`src/sase_consts.vh`:
```
// Constants for the skip-and-subtract execution block
`ifndef SASE_CONSTS_VH
`define SASE_CONSTS_VH
`define SASE_OP_NONE 3'h0
`define SASE_OP_INCM 3'h1
`define SASE_OP_INCW 3'h2
`define SASE_OP_BITS 3'h3
`define SASE_OP_SUBW 3'h4
`define SASE_OP_MINUS_TO_MEMORY 3'h5
`define SASE_OP_SUBI 3'h6
`define SASE_ONE 8'h01
`define SASE_ZERO 8'h00
`define SASE_WORK_RST 8'h00
`define SASE_MSB 7
`define SASE_NIB 4
`endif

```
`src/sase_exec.v`:
```
// Execution unit for increment-skip, bit-skip and subtract instructions
`include "sase_consts.vh"
module sase_exec #(
  parameter WIDTH = 8
) (
  input wire clk,
  input wire arst_n,
  input wire issueValid,
  input wire [2:0] opCode,
  input wire [WIDTH-1:0] memData,
  input wire [2:0] bitSel,
  input wire [WIDTH-1:0] immData,
  output reg [WIDTH-1:0] workingRegister_q,
  output reg memWrite_q,
  output reg [WIDTH-1:0] memWriteData_q,
  output reg skipTaken_q,
  output reg dummyCycle_q,
  output reg busy_q,
  output reg borrowBit_q,
  output reg zeroBit_q,
  output reg signedWrapBit_q,
  output reg nibbleBorrowBit_q
);

  // Timing in short: an instruction is taken at an edge and its results show
  // in the next cycle. A taken skip raises the skip, dummy and busy pulses in
  // that same next cycle, so whatever the fetch side presents then is the
  // skipped instruction and is dropped. The skipping instruction therefore
  // spans two machine cycles. The fetch side must not hold back the skipped
  // instruction: it is the one that gets thrown away.

  // ----------------------------------------
  // Instruction decode
  // ----------------------------------------
  wire accepted;
  wire isIncMem;
  wire isIncWork;
  wire isBitSkip;
  wire isSubWork;
  wire isSubMem;
  wire isSubImm;
  wire isSub;

  // The slot after a taken skip holds the skipped instruction, so it is refused
  assign accepted = issueValid & ~dummyCycle_q;
  // One strobe per class, each already gated by the accept term
  assign isIncMem = accepted & (opCode == `SASE_OP_INCM);
  assign isIncWork = accepted & (opCode == `SASE_OP_INCW);
  assign isBitSkip = accepted & (opCode == `SASE_OP_BITS);
  assign isSubWork = accepted & (opCode == `SASE_OP_SUBW);
  assign isSubMem = accepted & (opCode == `SASE_OP_MINUS_TO_MEMORY);
  assign isSubImm = accepted & (opCode == `SASE_OP_SUBI);
  // Unused codes decode to nothing, so they act as a plain idle cycle
  assign isSub = isSubWork | isSubMem | isSubImm;

  // ----------------------------------------
  // Arithmetic
  // ----------------------------------------
  wire [WIDTH-1:0] incSum;
  wire incZero;
  wire [WIDTH-1:0] subB;
  wire [WIDTH:0] subFull;
  wire [WIDTH-1:0] subRes;
  wire subZero;
  wire subWrap;
  wire [`SASE_NIB:0] nibFull;
  wire bitHit;

  // Increment wraps, so 0xff rolls to zero and triggers the skip
  assign incSum = memData + `SASE_ONE;
  assign incZero = (incSum == `SASE_ZERO);

  // Immediate subtract takes its operand from the instruction word
  assign subB = (opCode == `SASE_OP_SUBI) ? immData : memData;
  // One extra bit catches the borrow out of the top
  assign subFull = {1'b0, workingRegister_q} - {1'b0, subB};
  assign subRes = subFull[WIDTH-1:0];
  assign subZero = (subRes == `SASE_ZERO);
  // Overflow when operand signs differ and the result sign leaves the minuend's
  assign subWrap = (workingRegister_q[`SASE_MSB] ^ subB[`SASE_MSB]) &
    (subRes[`SASE_MSB] ^ workingRegister_q[`SASE_MSB]);
  // Low nibble worked separately; its top bit is the nibble borrow
  assign nibFull = {1'b0, workingRegister_q[`SASE_NIB-1:0]} - {1'b0, subB[`SASE_NIB-1:0]};

  // Bit test reads one bit; the memory byte itself is never written here
  assign bitHit = memData[bitSel];

  // ----------------------------------------
  // Next state
  // ----------------------------------------
  reg skipCond;
  reg [WIDTH-1:0] workingRegister_d;
  reg memWrite_d;
  reg [WIDTH-1:0] memWriteData_d;
  reg skipTaken_d;
  reg dummyCycle_d;
  reg busy_d;
  reg borrowBit_d;
  reg zeroBit_d;
  reg signedWrapBit_d;
  reg nibbleBorrowBit_d;

  // Skip condition: only the three skip classes can raise it
  always @* begin
    skipCond = 1'b0;
    if (isIncMem) begin
      skipCond = incZero;
    end
    if (isIncWork) begin
      skipCond = incZero;
    end
    if (isBitSkip) begin
      skipCond = bitHit;
    end
  end

  // A taken skip marks the very next slot as dummy, so the following
  // instruction is dropped and the skipping one spans two cycles
  always @* begin
    skipTaken_d = skipCond;
    dummyCycle_d = skipCond;
    busy_d = skipCond;
  end

  // Working register: increment-to-register and the two register subtracts
  always @* begin
    workingRegister_d = workingRegister_q;
    if (isIncWork) begin
      workingRegister_d = incSum;
    end
    if (isSubWork) begin
      workingRegister_d = subRes;
    end
    if (isSubImm) begin
      workingRegister_d = subRes;
    end
  end

  // Memory write port: a one-cycle strobe, data held until the next write
  always @* begin
    memWrite_d = 1'b0;
    memWriteData_d = memWriteData_q;
    if (isIncMem) begin
      memWrite_d = 1'b1;
      memWriteData_d = incSum;
    end
    if (isSubMem) begin
      memWrite_d = 1'b1;
      memWriteData_d = subRes;
    end
  end

  // Flags move only on a subtraction; skips and idle slots hold them
  always @* begin
    borrowBit_d = borrowBit_q;
    zeroBit_d = zeroBit_q;
    signedWrapBit_d = signedWrapBit_q;
    nibbleBorrowBit_d = nibbleBorrowBit_q;
    if (isSub) begin
      borrowBit_d = ~subFull[WIDTH];
      zeroBit_d = subZero;
      signedWrapBit_d = subWrap;
      nibbleBorrowBit_d = ~nibFull[`SASE_NIB];
    end
  end

  // ----------------------------------------
  // Registers
  // ----------------------------------------
  // Skip pulses: all three last exactly one cycle
  always @(posedge clk or negedge arst_n) begin
    if (!arst_n) begin
      skipTaken_q <= 1'b0;
      dummyCycle_q <= 1'b0;
      busy_q <= 1'b0;
    end else begin
      skipTaken_q <= skipTaken_d;
      dummyCycle_q <= dummyCycle_d;
      busy_q <= busy_d;
    end
  end

  // Working register
  always @(posedge clk or negedge arst_n) begin
    if (!arst_n) begin
      workingRegister_q <= `SASE_WORK_RST;
    end else begin
      workingRegister_q <= workingRegister_d;
    end
  end

  // Memory write strobe and data
  always @(posedge clk or negedge arst_n) begin
    if (!arst_n) begin
      memWrite_q <= 1'b0;
      memWriteData_q <= `SASE_ZERO;
    end else begin
      memWrite_q <= memWrite_d;
      memWriteData_q <= memWriteData_d;
    end
  end

  // Status flags
  always @(posedge clk or negedge arst_n) begin
    if (!arst_n) begin
      borrowBit_q <= 1'b0;
      zeroBit_q <= 1'b0;
      signedWrapBit_q <= 1'b0;
      nibbleBorrowBit_q <= 1'b0;
    end else begin
      borrowBit_q <= borrowBit_d;
      zeroBit_q <= zeroBit_d;
      signedWrapBit_q <= signedWrapBit_d;
      nibbleBorrowBit_q <= nibbleBorrowBit_d;
    end
  end

endmodule

```
`config.mk`:
```
export PLATFORM = sky130hd
export DESIGN_NAME = sase_exec
export DESIGN_NICKNAME = d
export VERILOG_FILES = /design/src/sase_exec.v
export VERILOG_INCLUDE_DIRS = /design/src /design/src/src
export SDC_FILE = /design/constraint.sdc
export NUM_CORES = 1
export LEC_CHECK = 0
export BUFFER_PORTS_ARGS = -buffer_cell sky130_fd_sc_hd__buf_2
export CAP_MARGIN = 30
export CORE_ASPECT_RATIO = 2
export CORE_MARGIN = 4
export CORE_UTILIZATION = 45
export DETAILED_ROUTE_END_ITERATION = 8
export GPL_TIMING_DRIVEN = 0
export PLACE_DENSITY = 0.74
export SETUP_SLACK_MARGIN = 0.4
export SYNTH_ARGS = -nofsm -noshare
export SYNTH_HDL_FRONTEND = slang
export SYNTH_SLANG_ARGS = --single-unit
```
`constraint.sdc`:
```
create_clock -name clk -period 2.3 [get_ports clk]
set_clock_uncertainty 0.05 [all_clocks]
set_input_delay 0.115 -clock clk [delete_from_list [all_inputs] [get_ports clk]]
set_output_delay 0.115 -clock clk [all_outputs]
set_load 0.01 [all_outputs]
```
## After elaboration in Yosys (flattened, before gate mapping)

Cells that the tools add are included.

- Bits in registers: 22
- Output and inout bits: 24

- $add $sub $neg: 3
- $lt $le $gt $ge: 1
- Equal/unequal tests: 6
- Muxes and demuxes: 13
- Bitwise logic cells: 15
- Reduce and logical (&&, ||, !) cells: 4

Operators with widths:

| cell | number |
|---|---|
| 2-to-1 mux 8 bit | 6 |
| logical NOT 8 bit | 2 |
| == test 3 bit (second input constant) | 3 |
| subtractor 8 x 8 -> 9 bit | 1 |
| adder 8 x 1 -> 8 bit (second input constant) | 1 |
| AND 1 bit | 8 |
| == test 3 x 2 -> 1 bit (second input constant) | 2 |
| 2-to-1 mux 1 bit | 6 |
| subtractor 4 x 4 -> 5 bit | 1 |
| < comparator 3 x 4 -> 1 bit (second input constant) | 1 |
| binary-select mux 1 bit (select 3 bit) | 1 |
| == test 3 x 1 -> 1 bit (second input constant) | 1 |
| inverter 1 bit | 3 |
| nonzero test 3 bit | 1 |
| bitwise OR 1 bit | 2 |
| nonzero test 2 bit | 1 |
| XOR 1 bit | 2 |

## Depth between registers and ports, before layout

- Depth after elaboration: 6
- Mapped depth: 11
- Mapped depth without buffers: 11

## Worst setup path after synthesis

No wires, ideal clock.

- Path type: input to register
- Start: input opCode[2]
- End: register zeroBit_q
- Setup time: 67 ps
- Arrival: 2619 ps
- Required time: 2183 ps
- Slack: -436 ps
- Stages on the path: 9
- Buffers on the path: 1
- Cells stage by stage: buf_4 > nand2_1 > mux2_2 > ha_1 > inv_1 > fa_1 > or4b_4 > a2111oi_4 > a32o_1

- Word-level cells in the longest chain between the ends: 4
- Elaborated cells on any way between the ends: 11

Ends and longest elaborated chain:

| what | RTL line | text |
|---|---|---|
| start: declaration | sase_exec.v:9 | `input wire [2:0] opCode,` |
| == test 3 bit (no source line) | - |  |
| 2-to-1 mux 8 bit (tied with other cells) | sase_exec.v:74 | `` assign subB = (opCode == `SASE_OP_SUBI) ? immData : memData; `` |
| subtractor 8 x 8 -> 9 bit or bitwise OR 1 bit (tied branches) | sase_exec.v:76, sase_exec.v:54 |  |
| logical NOT 8 bit (no source line) or bitwise OR 1 bit (tied branches) | - |  |
| end signal: assignment | sase_exec.v:212 | `zeroBit_q <= zeroBit_d;` |
| end: declaration | sase_exec.v:20 | `output reg zeroBit_q,` |

Several ways; a longest one is shown, not always the timed one.
A chain may end at the register's enable or synchronous reset.

## Worst setup path in the final report

- Start: input opCode[0]
- End: register zeroBit_q

Same word-level chain as after synthesis.

==> results.sh <==
export IMPL_drive_gt1_share_pct=43.4
export IMPL_path_cells="buf_8 -> nor2b_4 -> nand2_8 -> mux2_4 -> ha_4 -> inv_2 -> fa_2 -> or4b_4 -> a2111oi_4 -> a32o_1"
export IMPL_ant_nets=0
export IMPL_drt_total_wl_mm=4.93
export IMPL_avgSynthCellArea_um2=9.43
export IMPL_start_util_pct=46.6
export IMPL_nets=281
export IMPL_synth_area_leaders="dfrtp_1 (32%), ha_1 (7.4%), mux2i_1 (6.5%), nand2_1 (4.9%), o21ai_0 (4.7%)"
export IMPL_cap_violations=0
export IMPL_clkTransAtPathRegs_ns=0.09
export IMPL_synth_common_cells="dfrtp_1 (22), nand2_1 (22), o21ai_0 (16)"
export IMPL_num_vias=1643
export IMPL_fmax_mhz=427
export IMPL_final_hold_violation_count=0
export IMPL_cts_sinks=22
export IMPL_place_congestion=0.936
export IMPL_start_kind="input pin"
export IMPL_tightest_slew_ns=0.542
export IMPL_internal_power_uw=1270
export IMPL_synth_enable_flop_cells=0
export IMPL_p_leak_uw=0.00115
export IMPL_insertion_delay_ns=0.27
export IMPL_syn_nets=216
export IMPL_violations="negative setup slack"
export IMPL_port_buffers=47
export IMPL_slew_viol_final=0
export IMPL_drt_iter0_markers=61
export IMPL_period_minus_slack_ns=2.34
export IMPL_clock_path_buffers=2
export IMPL_synthFlopType="dfrtp_1"
export IMPL_yosys_warnings=0
export IMPL_fin_tns_setup_ns=-0.0445
export IMPL_yosysUniqueCellTypes=46
export IMPL_rsz0062_at_grt="true"
export IMPL_pre_cts_slack_ns=-0.437
export IMPL_regArea_um2=551
export IMPL_antenna_cells=0
export IMPL_post_route_period_util_pct=102
export IMPL_grt_usage_pct=21.1
export IMPL_wl_per_cell_um=16.8
export IMPL_power_frac_seq_pct=27.0
export IMPL_dr_pass1_iters=4
export IMPL_async_flop_share_pct=100
export IMPL_crit_fanout=3
export IMPL_first_global_vias=1643
export IMPL_syn_area_um2=1700
export IMPL_critPathTopFamily="simple AND/OR/NAND/NOR gates"
export IMPL_relSlewSlack_pct=63.9
export IMPL_switchingPower_uw=869
export IMPL_core_area_um2=3650
export IMPL_synth_top_area_cell="dfrtp_1"
export IMPL_slowest_delay_ns=0.57
export IMPL_dieArea_um2=4880
export IMPL_nFillCells=324
export IMPL_crit_slowest_cell="or4b_4"
export IMPL_dp_hpwl_mm=3.80
export IMPL_multi_input_area_um2=1290
export IMPL_drc=0
export IMPL_hold_path_class="input pin to register"
export IMPL_dpl_cell_area_um2=2080
export IMPL_critPathBufInv=2
export IMPL_fin_ws_ns=-0.0445
export IMPL_outcome="finished, violations left"
export IMPL_die_width_um=51.4
export IMPL_end_kind="register"
export IMPL_switching_share_pct=40.6
export IMPL_post_route_util_pct=65.6
export IMPL_ys_ff_latch=22
export IMPL_die_h_um=94.9
export IMPL_power_density_nw_per_um2=894
export IMPL_io_pins=49
export IMPL_grt_start_max_net_pins=23
export IMPL_crit_type="input pin to register"
export IMPL_p_total_uw=2140
export IMPL_synth_top_area_share_pct=32.4
export IMPL_area_growth_pct=40.9
export IMPL_grt_pass1_wl_mm=7.73
export IMPL_setup_violations=1
export IMPL_syn_inst=180
export IMPL_cts_inserted_buffers=3
export IMPL_row_count=31
export IMPL_ir_drop_mv=0.518
export IMPL_final_area_um2=2390
export IMPL_antenna_found_initial=0
export IMPL_htreeDepth=1
export IMPL_cts_root_buffer="clkbuf_8"
export IMPL_routed_via_density=5.61
export IMPL_ys_seq_area_share_pct=32.4
export IMPL_critical_path_arrival_ns=2.51
export IMPL_required_ns=2.46
export IMPL_grt_overflow=0
export IMPL_clkPwrFrac_pct=17.3
export IMPL_comb_power_share_pct=55.8
export IMPL_tritoncts="yes"
metal layers:
| layer | routed length (µm) | GRT usage (%) | part of all wire [%] | vias to the layer above |
|---|---|---|---|---|
| met4 | 159 | 9.41 | 3.2 | 0 |
| met2 | 2790 | 40.3 | 57 | 58 |
| met5 | 0 | 0 | 0 | - |
| li1 | - | - | - | 794 |
| met1 | 1770 | 21.9 | 36 | 777 |
| met3 | 215 | 2.37 | 4.4 | 14 |
cells in the final DEF (no fill, tap or decap), drive strengths merged, types with 7 or more instances in the layout:
| master | count |
|---|---|
| a21oi | 9 |
| buf | 62 |
| dfrtp | 22 |
| ha | 10 |
| mux2i | 11 |
| nand2 | 22 |
| nand3 | 7 |
| nor2 | 8 |
| o21ai | 17 |
| xor2 | 8 |
state kept, by name, summed over array words and instances, names as in the netlist:
name               cells
memWriteData_q         8
memWrite_q             1
workingRegister_q      8
borrowBit_q            1
nibbleBorrowBit_q      1
zeroBit_q              1
busy_q                 1
signedWrapBit_q        1
cells by family after synthesis:
group | count (synthesis) | share of synthesized area, %
and+or+nand+nor | 58 | 18.3
AOI/OAI and AO/OA | 49 | 20.1
DFF | 22 | 32.4
muxes | 16 | 11.1
xor gates and xnor gates | 12 | 6.19
buffers and inverters | 12 | 3.32
adders and majority gates | 11 | 8.55
layout make-up:
cell class	count	share of cell area, %
Timing Repair Buffer	60	15.2
Multi-Input combinational cell	146	53.9
Sequential cell	22	23.0
Clock buffer	3	1.73
Tap cell	49	2.56
Inverter	6	0.941
Clock inverter	1	1.26
Buffer	6	1.46
timing repair:
item / CTS / global route
pin swaps: 15 / 7
buffers inserted: 9 / 3
hold buffers: 1 / 0
resized for setup: 13 / 20
endpoints found under the setup margin: 12 / 14
hold endpoints to repair: 22 / 0
per-stage QoR:
stage / hold slack (ns) / instances
floorplan: -0.231 / 180
finish: 0.139 / 293
detailed placement: 0.0652 / 276
global route: 0.175 / 293
CTS: 0.141 / 290
global placement: 0.0706 / 276
power groups by stage:
stage / logic (µW) / registers [µW] / clock network, µW
final: 1190 / 577 / 369
after global routing: 1300 / 594 / 392
after global placement: 933 / 580 / 0
after CTS: 1050 / 578 / 373
after detailed placement: 944 / 585 / 0
after floorplan: 601 / 626 / 0
worst paths after layout:
path | from | endpoint | slack (ns) | cells past startpoint
worst min register to register | memWriteData_q[0] | memWriteData_q[0] | 0.43 | 2
worst min-delay path | memData[0] | workingRegister_q[0] | 0.14 | 2
worst max-delay path | opCode[0] | zeroBit_q | -0.04 | 10
min in group asynchronous | arst_n | memWrite_q | 0.29 | 2
worst max register to register | workingRegister_q[0] | zeroBit_q | 0 | 9
max in group asynchronous | arst_n | workingRegister_q[3] | 1.57 | 2
Power figures use the tool's default switching activity.
